File: src/irq_map_pkg.sv
// Shared constants, register map and carrier types for the interrupt map
`default_nettype none

package irq_map_pkg;

    ////////////////////////////////////////////////////////////////////////
    // Request and vector numbering
    localparam int unsigned REQ_W = 7;
    localparam int unsigned REQ_COUNT = 128;
    localparam logic [6:0] VECTOR_OFFSET = 7'h08;
    localparam logic [23:0] IVT_BASE = 24'h00_0004;
    localparam logic [23:0] ALT_OFFSET = 24'h00_0100;

    // Request numbers of the mapped sources
    localparam int unsigned REQ_PRIMARY_SPECIAL = 57;
    localparam int unsigned REQ_QEI_ONE_COMPARE = 58;
    localparam int unsigned REQ_UART_ONE_ERROR = 65;
    localparam int unsigned REQ_UART_TWO_ERROR = 66;
    localparam int unsigned REQ_CAN_TRANSMIT = 70;
    localparam int unsigned REQ_SECONDARY_SPECIAL = 73;
    localparam int unsigned REQ_QEI_TWO_COMPARE = 75;
    localparam int unsigned REQ_ADC_HI_BASE = 81;
    localparam int unsigned REQ_PWM_BASE = 94;
    localparam int unsigned REQ_CMP_BASE = 103;
    localparam int unsigned REQ_ADC_LO_BASE = 110;

    ////////////////////////////////////////////////////////////////////////
    // Register byte addresses
    localparam logic [31:0] ADDR_FLAG_ONE = 32'h0000_0000;
    localparam logic [31:0] ADDR_FLAG_TWO = 32'h0000_0004;
    localparam logic [31:0] ADDR_VEC_STATUS = 32'h0000_0008;
    localparam logic [31:0] ADDR_VEC_ADDRESS = 32'h0000_000C;
    localparam logic [31:0] ADDR_CONTROL = 32'h0000_0010;
    localparam logic [31:0] ADDR_ACK = 32'h0000_0014;

    // Implemented bits and reset values
    localparam logic [15:0] FLAG_ONE_MASK = 16'hFF1F;
    localparam logic [15:0] FLAG_TWO_MASK = 16'h007F;
    localparam logic [15:0] FLAG_RESET = 16'h0000;
    localparam int unsigned CAN_EVENT_BIT = 3;
    localparam int unsigned CAN_RECEIVE_BIT = 2;
    localparam int unsigned STATUS_VALID_BIT = 31;
    localparam int unsigned STATUS_REQ_LSB = 8;
    localparam logic [1:0] RESP_OKAY = 2'h0;
    localparam logic [1:0] RESP_SLVERR = 2'h2;

    ////////////////////////////////////////////////////////////////////////
    // Bus carrier
    typedef struct packed {
        logic [31:0] awaddr;
        logic awvalid;
        logic [31:0] wdata;
        logic [3:0] wstrb;
        logic wvalid;
        logic bready;
        logic [31:0] araddr;
        logic arvalid;
        logic rready;
    } axil_req_t;

    typedef struct packed {
        logic awready;
        logic wready;
        logic [1:0] bresp;
        logic bvalid;
        logic arready;
        logic [31:0] rdata;
        logic [1:0] rresp;
        logic rvalid;
    } axil_rsp_t;

    // Flag sources, most significant first
    typedef struct packed {
        logic uart_two_tx_flag;
        logic uart_two_rx_flag;
        logic pin_two_flag;
        logic timer_five_flag;
        logic timer_four_flag;
        logic compare_four_flag;
        logic compare_three_flag;
        logic dma_two_done_flag;
        logic pin_one_flag;
        logic change_notify_flag;
        logic comparator_one_flag;
        logic i2c_master_flag;
        logic i2c_slave_flag;
    } flag_one_src_t;

    typedef struct packed {
        logic capture_four_flag;
        logic capture_three_flag;
        logic dma_three_done_flag;
        logic can_event_flag;
        logic can_receive_flag;
        logic spi_two_event_flag;
        logic spi_two_error_flag;
    } flag_two_src_t;

    // Vectored sources
    typedef struct packed {
        logic primary_special_event;
        logic qei_one_compare;
        logic uart_one_error;
        logic uart_two_error;
        logic can_transmit_request;
        logic secondary_special_event;
        logic qei_two_compare;
        logic [4:0] adc_pair_hi_done;
        logic [8:0] pwm_gen_event;
        logic [2:0] comparator_event;
        logic [7:0] adc_pair_lo_done;
    } vec_src_t;

    // Top-level state
    typedef struct packed {
        logic [31:0] aw_addr;
        logic aw_have;
        logic [31:0] w_data;
        logic [3:0] w_strb;
        logic w_have;
        logic bvalid;
        logic [1:0] bresp;
        logic rvalid;
        logic [31:0] rdata;
        logic [1:0] rresp;
        logic alt_sel;
        logic disp_valid;
        logic [6:0] disp_req;
        logic [6:0] disp_vec;
        logic [23:0] disp_addr;
    } top_state_t;

endpackage

`default_nettype wire

File: src/interrupt_vector_and_flags.sv
// Interrupt request mapping, flag status registers and AXI4-Lite slave
//
// The AXI4-Lite interface to the registers and the address map were chosen for this implementation.
`default_nettype none

// How it works
// - Vector number equals request number plus eight
// - Primary table entry at twice vector plus four
// - Alternate table entry sits 0x100 above primary
// - First UART error raises request 65
// - CAN transmit request raises request 70
// - Secondary special event raises request 73
// - Second quadrature compare raises request 75
// - Converter pairs 8-12 raise requests 81-85
// - PWM generators 1-9 raise requests 94-102
// - Comparators 2-4 raise requests 103-105
// - Converter pairs 0-7 raise requests 110-117
// - Reserved vectors have no source connected
// - Flag one upper byte holds eight sources
// - Flag one bits 7-5 zero, 4-0 sources
// - Flag two bits 15-7 zero, 6-0 sources
// - No CAN controller: CAN sources disabled

module interrupt_vector_and_flags
    import irq_map_pkg::*;
#(
    parameter bit HAS_CAN = 1'b1
) (
    // Clock and reset
    input wire logic aclk,
    input wire logic aresetn,
    // Register bus
    input wire irq_map_pkg::axil_req_t bus_req,
    output irq_map_pkg::axil_rsp_t bus_rsp,
    // Request sources
    input wire irq_map_pkg::flag_one_src_t flag_one_src,
    input wire irq_map_pkg::flag_two_src_t flag_two_src,
    input wire irq_map_pkg::vec_src_t vec_src,
    // Dispatch of the highest-priority pending request
    output logic dispatch_valid,
    output logic [6:0] dispatch_request,
    output logic [6:0] dispatch_vector,
    output logic [23:0] dispatch_address
);

    import irq_map_pkg::*;

    top_state_t q;
    top_state_t d;

    logic [15:0] flag_one_q;
    logic [15:0] flag_two_q;
    logic [REQ_COUNT-1:0] pend_q;
    logic [15:0] flag_one_set;
    logic [15:0] flag_two_set;
    logic [REQ_COUNT-1:0] pend_set;
    logic [15:0] flag_one_wdata;
    logic [15:0] flag_two_wdata;
    logic [REQ_COUNT-1:0] pend_wdata;
    logic flag_one_wr;
    logic flag_two_wr;
    logic ack_wr;
    logic wr_fire;
    logic sel_found;
    logic [6:0] sel_req;
    logic [6:0] sel_vec;
    logic [23:0] sel_primary;
    logic [23:0] sel_addr;

    ////////////////////////////////////////////////////////////////////////
    // Flag set vectors from the sources
    always_comb begin
        flag_one_set = {flag_one_src[12:5], 3'h0, flag_one_src[4:0]};
        flag_two_set = {9'h000, flag_two_src};
        if (!HAS_CAN) begin
            flag_two_set[CAN_EVENT_BIT] = 1'b0;
            flag_two_set[CAN_RECEIVE_BIT] = 1'b0;
        end
    end

    // Pending set vector; reserved request numbers stay zero
    always_comb begin
        pend_set = '0;
        pend_set[REQ_PRIMARY_SPECIAL] = vec_src.primary_special_event;
        pend_set[REQ_QEI_ONE_COMPARE] = vec_src.qei_one_compare;
        pend_set[REQ_UART_ONE_ERROR] = vec_src.uart_one_error;
        pend_set[REQ_UART_TWO_ERROR] = vec_src.uart_two_error;
        pend_set[REQ_CAN_TRANSMIT] = vec_src.can_transmit_request
            & HAS_CAN;
        pend_set[REQ_SECONDARY_SPECIAL] =
            vec_src.secondary_special_event;
        pend_set[REQ_QEI_TWO_COMPARE] = vec_src.qei_two_compare;
        for (int i = 0; i < 5; i++) begin
            pend_set[REQ_ADC_HI_BASE + i] = vec_src.adc_pair_hi_done[i];
        end
        for (int i = 0; i < 9; i++) begin
            pend_set[REQ_PWM_BASE + i] = vec_src.pwm_gen_event[i];
        end
        for (int i = 0; i < 3; i++) begin
            pend_set[REQ_CMP_BASE + i] = vec_src.comparator_event[i];
        end
        for (int i = 0; i < 8; i++) begin
            pend_set[REQ_ADC_LO_BASE + i] = vec_src.adc_pair_lo_done[i];
        end
    end

    ////////////////////////////////////////////////////////////////////////
    // Lowest pending request number has the highest natural priority
    always_comb begin
        sel_found = 1'b0;
        sel_req = 7'h00;
        for (int i = REQ_COUNT - 1; i >= 0; i--) begin
            if (pend_q[i]) begin
                sel_found = 1'b1;
                sel_req = 7'(i);
            end
        end
    end

    // Vector number and table entry addresses
    always_comb begin
        sel_vec = sel_req + VECTOR_OFFSET;
        sel_primary = {16'h0000, sel_vec, 1'b0} + IVT_BASE;
        if (q.alt_sel) begin
            sel_addr = sel_primary + ALT_OFFSET;
        end else begin
            sel_addr = sel_primary;
        end
    end

    ////////////////////////////////////////////////////////////////////////
    // Write strobes and data with byte lanes merged over the current value
    always_comb begin
        wr_fire = q.aw_have & q.w_have & ~q.bvalid;
        flag_one_wr = wr_fire & (q.aw_addr == ADDR_FLAG_ONE);
        flag_two_wr = wr_fire & (q.aw_addr == ADDR_FLAG_TWO);
        ack_wr = wr_fire & (q.aw_addr == ADDR_ACK) & q.w_strb[0]
            & q.w_data[0] & q.disp_valid;
        flag_one_wdata = flag_one_q;
        flag_two_wdata = flag_two_q;
        if (q.w_strb[0]) begin
            flag_one_wdata[7:0] = q.w_data[7:0];
            flag_two_wdata[7:0] = q.w_data[7:0];
        end
        if (q.w_strb[1]) begin
            flag_one_wdata[15:8] = q.w_data[15:8];
            flag_two_wdata[15:8] = q.w_data[15:8];
        end
        pend_wdata = pend_q;
        pend_wdata[q.disp_req] = 1'b0;
    end

    // Flag status registers and the pending set
    flag_bank #(
        .WIDTH(16),
        .MASK(FLAG_ONE_MASK)
    ) u_flag_one (
        .aclk(aclk),
        .aresetn(aresetn),
        .wr_en(flag_one_wr),
        .wr_data(flag_one_wdata),
        .set(flag_one_set),
        .bits(flag_one_q)
    );

    flag_bank #(
        .WIDTH(16),
        .MASK(FLAG_TWO_MASK)
    ) u_flag_two (
        .aclk(aclk),
        .aresetn(aresetn),
        .wr_en(flag_two_wr),
        .wr_data(flag_two_wdata),
        .set(flag_two_set),
        .bits(flag_two_q)
    );

    flag_bank #(
        .WIDTH(REQ_COUNT),
        .MASK('1)
    ) u_pending (
        .aclk(aclk),
        .aresetn(aresetn),
        .wr_en(ack_wr),
        .wr_data(pend_wdata),
        .set(pend_set),
        .bits(pend_q)
    );

    ////////////////////////////////////////////////////////////////////////
    // Bus slave and dispatch registers
    always_comb begin
        d = q;
        // Write address and data are taken independently
        if (bus_req.awvalid && !q.aw_have && !q.bvalid) begin
            d.aw_addr = bus_req.awaddr;
            d.aw_have = 1'b1;
        end
        if (bus_req.wvalid && !q.w_have && !q.bvalid) begin
            d.w_data = bus_req.wdata;
            d.w_strb = bus_req.wstrb;
            d.w_have = 1'b1;
        end
        // Write takes effect once both halves are held
        if (wr_fire) begin
            d.aw_have = 1'b0;
            d.w_have = 1'b0;
            d.bvalid = 1'b1;
            d.bresp = RESP_OKAY;
            case (q.aw_addr)
                ADDR_FLAG_ONE, ADDR_FLAG_TWO, ADDR_ACK,
                ADDR_VEC_STATUS, ADDR_VEC_ADDRESS: begin
                    d.bresp = RESP_OKAY;
                end
                ADDR_CONTROL: begin
                    if (q.w_strb[0]) begin
                        d.alt_sel = q.w_data[0];
                    end
                end
                default: begin
                    d.bresp = RESP_SLVERR;
                end
            endcase
        end else if (q.bvalid && bus_req.bready) begin
            d.bvalid = 1'b0;
        end
        // Read answered one cycle after the address is taken
        if (q.rvalid) begin
            if (bus_req.rready) begin
                d.rvalid = 1'b0;
            end
        end else if (bus_req.arvalid) begin
            d.rvalid = 1'b1;
            d.rresp = RESP_OKAY;
            d.rdata = 32'h0000_0000;
            case (bus_req.araddr)
                ADDR_FLAG_ONE: begin
                    d.rdata = {16'h0000, flag_one_q};
                end
                ADDR_FLAG_TWO: begin
                    d.rdata = {16'h0000, flag_two_q};
                end
                ADDR_VEC_STATUS: begin
                    d.rdata[STATUS_VALID_BIT] = q.disp_valid;
                    d.rdata[STATUS_REQ_LSB +: 7] = q.disp_req;
                    d.rdata[6:0] = q.disp_vec;
                end
                ADDR_VEC_ADDRESS: begin
                    d.rdata = {8'h00, q.disp_addr};
                end
                ADDR_CONTROL: begin
                    d.rdata[0] = q.alt_sel;
                end
                ADDR_ACK: begin
                    d.rdata = 32'h0000_0000;
                end
                default: begin
                    d.rresp = RESP_SLVERR;
                end
            endcase
        end
        // Dispatch outputs follow the priority choice one cycle later
        d.disp_valid = sel_found;
        d.disp_req = sel_found ? sel_req : 7'h00;
        d.disp_vec = sel_found ? sel_vec : 7'h00;
        d.disp_addr = sel_found ? sel_addr : 24'h00_0000;
    end

    // State register
    always_ff @(posedge aclk) begin
        if (!aresetn) begin
            q <= '0;
        end else begin
            q <= d;
        end
    end

    ////////////////////////////////////////////////////////////////////////
    // Outputs
    always_comb begin
        bus_rsp.awready = ~q.aw_have & ~q.bvalid;
        bus_rsp.wready = ~q.w_have & ~q.bvalid;
        bus_rsp.bvalid = q.bvalid;
        bus_rsp.bresp = q.bresp;
        bus_rsp.arready = ~q.rvalid;
        bus_rsp.rvalid = q.rvalid;
        bus_rsp.rdata = q.rdata;
        bus_rsp.rresp = q.rresp;
    end

    assign dispatch_valid = q.disp_valid;
    assign dispatch_request = q.disp_req;
    assign dispatch_vector = q.disp_vec;
    assign dispatch_address = q.disp_addr;

endmodule

`default_nettype wire

File: src/flag_bank.sv
// Bank of sticky flags: hardware sets, software writes, set wins
`default_nettype none

module flag_bank #(
    parameter int WIDTH = 16,
    parameter logic [WIDTH-1:0] MASK = '1
) (
    // Clock and reset
    input wire logic aclk,
    input wire logic aresetn,
    // Software write
    input wire logic wr_en,
    input wire logic [WIDTH-1:0] wr_data,
    // Hardware set and flag state
    input wire logic [WIDTH-1:0] set,
    output logic [WIDTH-1:0] bits
);

    typedef struct packed {
        logic [WIDTH-1:0] flags;
    } bank_state_t;

    bank_state_t state_q;
    bank_state_t state_d;

    ////////////////////////////////////////////////////////////////////////
    // Write replaces the flags, then any event in the same cycle is ORed in
    always_comb begin
        state_d = state_q;
        if (wr_en) begin
            state_d.flags = wr_data;
        end
        state_d.flags = (state_d.flags | set) & MASK;
    end

    // Flags clear on reset
    always_ff @(posedge aclk) begin
        if (!aresetn) begin
            state_q <= '0;
        end else begin
            state_q <= state_d;
        end
    end

    assign bits = state_q.flags;

endmodule

`default_nettype wire

File: config.mk
export PLATFORM = sky130hd
export DESIGN_NAME = interrupt_vector_and_flags
export DESIGN_NICKNAME = d
export VERILOG_FILES = /design/src/irq_map_pkg.sv /design/src/interrupt_vector_and_flags.sv /design/src/flag_bank.sv
export SDC_FILE = /design/constraint.sdc
export NUM_CORES = 1
export LEC_CHECK = 0
export BUFFER_PORTS_ARGS = -buffer_cell sky130_fd_sc_hd__clkbuf_2
export CORE_MARGIN = 2
export CORE_UTILIZATION = 49
export CTS_CLUSTER_DIAMETER = 50
export DETAILED_ROUTE_END_ITERATION = 7
export PLACE_DENSITY = 0.83
export SYNTH_ARGS = -nofsm -noshare
export SYNTH_HDL_FRONTEND = slang
export SYNTH_SLANG_ARGS = --single-unit
export TNS_END_PERCENT = 10
File: constraint.sdc
create_clock -name aclk -period 9.2 [get_ports aclk]
set_input_delay 0.92 -clock aclk [delete_from_list [all_inputs] [get_ports aclk]]
set_output_delay 0.92 -clock aclk [all_outputs]
set_load 0.03 [all_outputs]
# Word-level counts from Yosys, hierarchy flattened
# Cells that the tools add are included.
[word_totals]
ff_bits = 281
latch_bits = 0
mem_bits_rw = 0
rom_bits = 0
inputBits = 159
wordCells = 350
mem_count = 0
[classes]
add_sub_neg = 3
mul = 0
div_mod_pow = 0
magnitude_cmp = 2
eq_ne = 10
shifts = 0
mux = 278
bitwise_logic = 20
reduce_logical = 18
[op_table]
columns = ["op", "count"]
rows = [
  ["$mux W7", 130],
  ["$mux W1", 134],
  ["$and A128 B128 Y128", 1],
  ["$eq A32 B4 Y1 const B", 4],
  ["$eq A32 B5 Y1 const B", 4],
  ["$mux W128", 1],
  ["$not A128 Y128", 1],
  ["$or A128 B118 Y128", 1],
  ["$eq A32 B3 Y1 const B", 2],
  ["$logic_not A32 Y1", 2],
  ["$mux W35", 1],
  ["$pmux W7 S4", 1],
  ["$pmux W9 S3", 1],
  ["$pmux W6 S4", 1],
  ["$mux W16", 1],
  ["$mux W8", 2],
  ["$or A16 B16 Y16", 1],
  ["$reduce_or A6 Y1", 2],
  ["$add A9 B9 Y10 const B", 1],
  ["$and A1 B1 Y1", 10],
  ["$mux W10", 1],
  ["$add A8 B3 Y9 const B", 1],
  ["$lt A7 B8 Y1 const B", 1],
  ["$add A7 B4 Y7 const B", 1],
  ["other kinds (13)", 26],
]

# Longest topological paths before layout
[depth]
depth_word = 132
ltp_mapped = 13
ltp_nobuf = 13

# Hierarchy
# From an unflattened synthesis, not the netlist that was laid out.
[unflattened]
hier_cells = 1584
area_unflattened_um2 = 14038.5
[modules_own_cells]
columns = ["mod", "instances", "cells_each", "area_each_um2", "seq_area_each_um2"]
rows = [
  ["interrupt_vector_and_flags", 1, 1095, 7877.6, 1881.8],
  ["flag_bank at u_pending", 1, 412, 5197.5, 2562.5],
  ["flag_bank at u_flag_one", 1, 45, 583.1, 260.2],
  ["flag_bank at u_flag_two", 1, 32, 380.4, 140.1],
]

# Least setup slack after synthesis
# Ideal clock, no wire load.
[synth_path]
kind = "register to register"
start = "reg u_pending.state_q, in the netlist u_pending.bits[44]"
end = "reg q, in the netlist dispatch_address[8]"
arrival_time_ps = 2870
required_ps = 9130
slack_ps = 6260
path_stages_with_launch = 14
period_less_slack_ps = 2940
cell_sequence = "dfxtp_1 -> nor4_1 -> nand2_1 -> o21ai_0 -> nand3_1 -> a31oi_2 -> inv_1 -> ha_1 -> o21ai_0 -> o21ai_0 -> a211oi_2 -> nor3_1 -> a31o_1 -> a21oi_1"
[synth_via]
elab_chain_len = 49
word_cells_on_any_way = 95
cone_classes = "add/sub: 3; mux: 91; reduce/logical: 1"
[synth_lines]
columns = ["item", "line_no", "text"]
rows = [
  ["start, declared", "flag_bank.sv:23", "bank_state_t state_q;"],
  ["start signal, assigned", "flag_bank.sv:41", "state_q <= state_d;"],
  ["$mux W7 (*) (45 in a row)", "interrupt_vector_and_flags.sv:113", "if (pend_q[i]) begin"],
  ["$add A7 B4 Y7 (*)", "interrupt_vector_and_flags.sv:122", "sel_vec = sel_req + VECTOR_OFFSET;"],
  ["net sel_vec[3]", "interrupt_vector_and_flags.sv:66", "logic [6:0] sel_vec;"],
  ["$add A8 B3 Y9 (*)", "interrupt_vector_and_flags.sv:123", "sel_primary = {16'h0000, sel_vec, 1'b0} + IVT_BASE;"],
  ["$add A9 B9 Y10", "interrupt_vector_and_flags.sv:125", "sel_addr = sel_primary + ALT_OFFSET;"],
  ["$mux W10 (*)", "interrupt_vector_and_flags.sv:124", "if (q.alt_sel) begin"],
  ["end signal, assigned", "interrupt_vector_and_flags.sv:272", "q <= '0;"],
  ["end signal, assigned", "interrupt_vector_and_flags.sv:274", "q <= d;"],
  ["end, declared", "interrupt_vector_and_flags.sv:48", "top_state_t q;"],
]
# Mark *: on every way through the listed nets, which the timed path passes. The rest lies on a longest branch.
# A chain may end at the register's enable or synchronous reset.

# Final worst setup path
[layout_path]
start = "reg u_pending.state_q, in the netlist u_pending.bits[40]"
end = "reg q, in the netlist dispatch_address[8]"
[layout_via]
elab_chain_len = 45
word_cells_on_any_way = 87
cone_classes = "add/sub: 3; mux: 83; reduce/logical: 1"
[layout_lines]
columns = ["item", "line_no"]
rows = [
  ["$mux W7 (*) (41 in a row)", "interrupt_vector_and_flags.sv:113"],
  ["$add A7 B4 Y7 (*)", "interrupt_vector_and_flags.sv:122"],
  ["net sel_vec[3]", "interrupt_vector_and_flags.sv:66"],
  ["$add A8 B3 Y9 (*)", "interrupt_vector_and_flags.sv:123"],
  ["$add A9 B9 Y10", "interrupt_vector_and_flags.sv:125"],
  ["$mux W10 (*)", "interrupt_vector_and_flags.sv:124"],
]
# Marked as above.

==> key figures <==
GRT
  – Total congestion overflow after global routing: 0
  – Overall routing resource usage: 25.0%
  – Largest net degree at the start of global routing: 115
  – Vias in the first global route: 9778
  – Number of antenna violations at the first check in global routing: 0
  – First-pass GRT wire length: 49.4 mm

Clocking
  – Number of instances resized during post-cts repair: 0
  – CTS hold repair buffers: 0
  – TritonCTS clock tree: built
  – Number of setup buffers added after CTS: 0
  – Clk Tree Root Cell: sky130_fd_sc_hd__clkbuf_16
  – Sink Count: 241
  – Clk buf depth: 3
  – Cts bufs inserted: 26
  – Clk Latency, worst-skew pair: 0.52 ns
  – Register clock-pin slew on the reported worst setup and hold paths: 0.06 ns
  – H-tree level count: 1

Routing
  – Via-to-Cell Ratio: 5.91
  – DRC violation count after routing: 0
  – Number of nets with antenna violations after detailed routing: 0
  – DRT Wirelength: 31.6 mm
  – Number of DRC markers after the initial detailed-route iteration: 1083
  – 1st-pass router iterations: 7
  – Average wire length per cell after detail routing: 17.5 um
  – Via count: 10.7k

STA
  – Unrepaired setup endpoints after global routing: no
  – Final-report setup violation count: 0
  – Transition at the pin with the smallest max-transition slack: 1.42 ns
  – Period utilisation layout: 42.7%
  – Number of failing hold endpoints at the final stage: 0
  – Worst Clk Skew: 0.00989 ns
  – Crit path time final: 3.93 ns
  – Pins Over Slew Limit: 0
  – Fin Setup TNS: 0 ns
  – Max-Slew Margin vs Limit: 5.11%
  – FMAX: 255 MHz

Setup path
  – Critical Path Most Common Cell: sky130_fd_sc_hd__o21ai_0
  – Critical path required time: 9.64 ns
  – Critical path arrival: 4.37 ns
  – Startpoint-to-endpoint class of the critical path: flop to flop
  – Top cell family by delay on the critical path: compound AO/OA/AOI/OAI gates
  – Nature of the critical path startpoint: flop
  – R2R depth: 13
  – Critical path endpoint category: flop
  – Crit path buffers/inverters: 1
  – Biggest cell delay along the critical path: 0.86 ns
  – Critical path fanouts, max: 8
  – Cell breakdown of the critical path: nor4_1 -> nand4_1 -> a211oi_1 -> a21oi_2 -> a31oi_2 -> inv_1 -> ha_1 -> o21ai_0 -> o21ai_0 -> a211oi_2 -> nor3_1 -> a31o_1 -> a21oi_1
  – Levels on crit path: 13
  – Cell with the biggest individual delay on the critical path: sky130_fd_sc_hd__nor4_1

Cells and area
  – Total number of nets in the final design: 1661
  – Non-filler instance count after layout: 1803
  – Fraction of layout instances using a drive strength above 1: 19.0%
  – Diodes inserted: 0
  – Area added between synthesis and finish: 14.6%
  – Fill cell instance count of the final layout: 2017

Synthesis
  – Cell area after technology mapping: 0.0113 mm^2
  – Post-synthesis sequential element count: 241
  – Commonest cells in the netlist: sky130_fd_sc_hd__dfxtp_1 (241), sky130_fd_sc_hd__nand2_1 (236), sky130_fd_sc_hd__a21oi_1 (143)
  – Dominant register cell in the synthesized netlist: sky130_fd_sc_hd__dfxtp_1
  – Synth cell types: 77
  – Count of yosys warnings during synthesis: 0
  – EDFF count, synth: 0
  – Cell with the most instances after synthesis: sky130_fd_sc_hd__dfxtp_1
  – Share of async-settable or async-resettable flops after synthesis: 0%
  – Gate count of the mapped netlist: 1383
  – Leading cell types by total area after synthesis: sky130_fd_sc_hd__dfxtp_1 (43%), sky130_fd_sc_hd__nand2_1 (7.8%), sky130_fd_sc_hd__a21oi_1 (6.3%), sky130_fd_sc_hd__buf_4 (5.1%), sky130_fd_sc_hd__a21boi_0 (4.2%)
  – Share of Yosys cell area claimed by the top area cell type: 42.7%
  – Yosys top cell by area: sky130_fd_sc_hd__dfxtp_1
  – Per-instance average area after synthesis: 8.16 um^2
  – Sequential element share of the synthesized area: 42.7%

Floorplan
  – Die Area: 0.0243 mm^2
  – Number of ports placed on the die boundary: 239
  – Cell Rows: 55
  – Core Region: 0.0226 mm^2
  – Initial standard-cell utilization of the core: 49.9%
  – Horizontal extent of the die: 156 um
  – Die Height: 156 um

Pwr
  – Power density of the placed cells: 200 mW/mm^2
  – Leak: 5.30 nW
  – VDD IR-drop max: 0.000146 V

Place
  – Post-DP HPWL: 22.2 mm
  – Count of buffers from port buffering: 187
  – Routability cong.: 0.960
  – Placed Instances: 1756

Flow run
  – Count of maximum capacitance violations: 0

Min path
  – Class of the most critical hold timing path: flop to flop
  – Hold depth: 2

Outcome
  – Run status: finished, final reports clean
## sequential cells by signal (all words and copies together) (netlist names)
register          cells
u_flag_two.bits       7
u_flag_one.bits      13
u_pending.bits      128
q                    52
dispatch_valid        1
bus_rsp              21
dispatch_vector       4
dispatch_address      8
dispatch_request      7
## worst min-delay path, stage by stage, from the launching register on
cell and delay, ns:
sky130_fd_sc_hd__dfxtp_1 0.31, sky130_fd_sc_hd__nand2_1 0.04, sky130_fd_sc_hd__a21boi_0 0.06
## placed cells by master (no fill, tap or decap), types with 5 or more instances in the layout
cell type / count
sky130_fd_sc_hd__nand2_1: 236
sky130_fd_sc_hd__nor2_1: 104
sky130_fd_sc_hd__nor4_1: 54
sky130_fd_sc_hd__or4_1: 8
sky130_fd_sc_hd__nand3_1: 16
sky130_fd_sc_hd__o21ai_0: 56
sky130_fd_sc_hd__nor3b_1: 5
sky130_fd_sc_hd__mux2_2: 24
sky130_fd_sc_hd__a31oi_1: 15
sky130_fd_sc_hd__clkbuf_16: 27
sky130_fd_sc_hd__and3_1: 7
sky130_fd_sc_hd__nor4_2: 5
sky130_fd_sc_hd__nor2b_1: 9
sky130_fd_sc_hd__nand4_1: 20
sky130_fd_sc_hd__dfxtp_1: 241
sky130_fd_sc_hd__and2_1: 15
sky130_fd_sc_hd__clkbuf_2: 186
sky130_fd_sc_hd__a21oi_1: 143
sky130_fd_sc_hd__a21boi_0: 63
sky130_fd_sc_hd__bufinv_16: 7
sky130_fd_sc_hd__inv_1: 41
sky130_fd_sc_hd__a211oi_1: 8
sky130_fd_sc_hd__nor3_1: 35
sky130_fd_sc_hd__mux2i_1: 7
sky130_fd_sc_hd__nand2b_1: 9
sky130_fd_sc_hd__o211ai_1: 6
sky130_fd_sc_hd__o21a_1: 27
sky130_fd_sc_hd__conb_1: 32
## worst paths after layout
check	startpoint	to	slack [ns]
worst max-delay path	u_pending.bits[40]$_SDFFE_PN0P_	dispatch_address[8]$_SDFF_PN0_	5.27
worst min register to register	q[134]$_SDFFE_PN0P_	q[134]$_SDFFE_PN0P_	0.46
worst min-delay path	q[134]$_SDFFE_PN0P_	q[134]$_SDFFE_PN0P_	0.46
worst max register to register	u_pending.bits[40]$_SDFFE_PN0P_	dispatch_address[8]$_SDFF_PN0_	5.27
## routing by layer
layer	part of all wire, %	global-route usage, %	up-vias	wire [um]
met5	0	0	-	0
met2	46	41.2	577	14500
li1	-	-	5035	-
met1	41	32.3	4917	12900
met3	8.9	4.31	126	2820
met4	4.5	11.1	0	1420
## logic make-up after synthesis
family          synth area share, %
simple gates                   23.5
mux                            3.81
other cells                  0.0332
buf+inv                        8.42
xor+xnor                      0.233
fa+ha+maj                     0.332
compound gates                 21.0
flops                          42.7
## report_power, final
part	switching (mW)	internal (mW)	total (mW)	leakage, nW
Sequential	0.0469	1.09	1.13	1.97
Combinational	0.182	0.103	0.285	2.85
Clock	0.428	0.748	1.18	0.474
## stage by stage
| step | utilization (%) | worst slack, ns | area [um^2] | hold WS [ns] | total power, mW |
|---|---|---|---|---|---|
| 2_1_floorplan | - | 6.26 | 11400 | 0.434 | 1.36 |
| 3_3_place_gp | 52.8 | 5.63 | 12000 | 0.448 | 1.43 |
| 3_5_place_dp | 52.8 | 5.47 | 12000 | 0.455 | 1.43 |
| 4_1_cts | 57.2 | 5.46 | 12900 | 0.463 | 2.60 |
| 5_1_grt | 57.2 | 5.02 | 12900 | 0.487 | 2.68 |
| 6_report | 57.2 | 5.27 | 12900 | 0.465 | 2.59 |
## final cells by class
type | instances | area (um^2) | area share [%]
Multi-Input combinational cell | 998 | 5660 | 43.7
Sequential cell | 241 | 4820 | 37.3
Timing Repair Buffer | 191 | 972 | 7.51
Clock buffer | 32 | 714 | 5.52
Tap cell | 285 | 357 | 2.76
Clock inverter | 15 | 263 | 2.03
Inverter | 41 | 154 | 1.19
No activity file was read; power rests on OpenSTA's default activity.
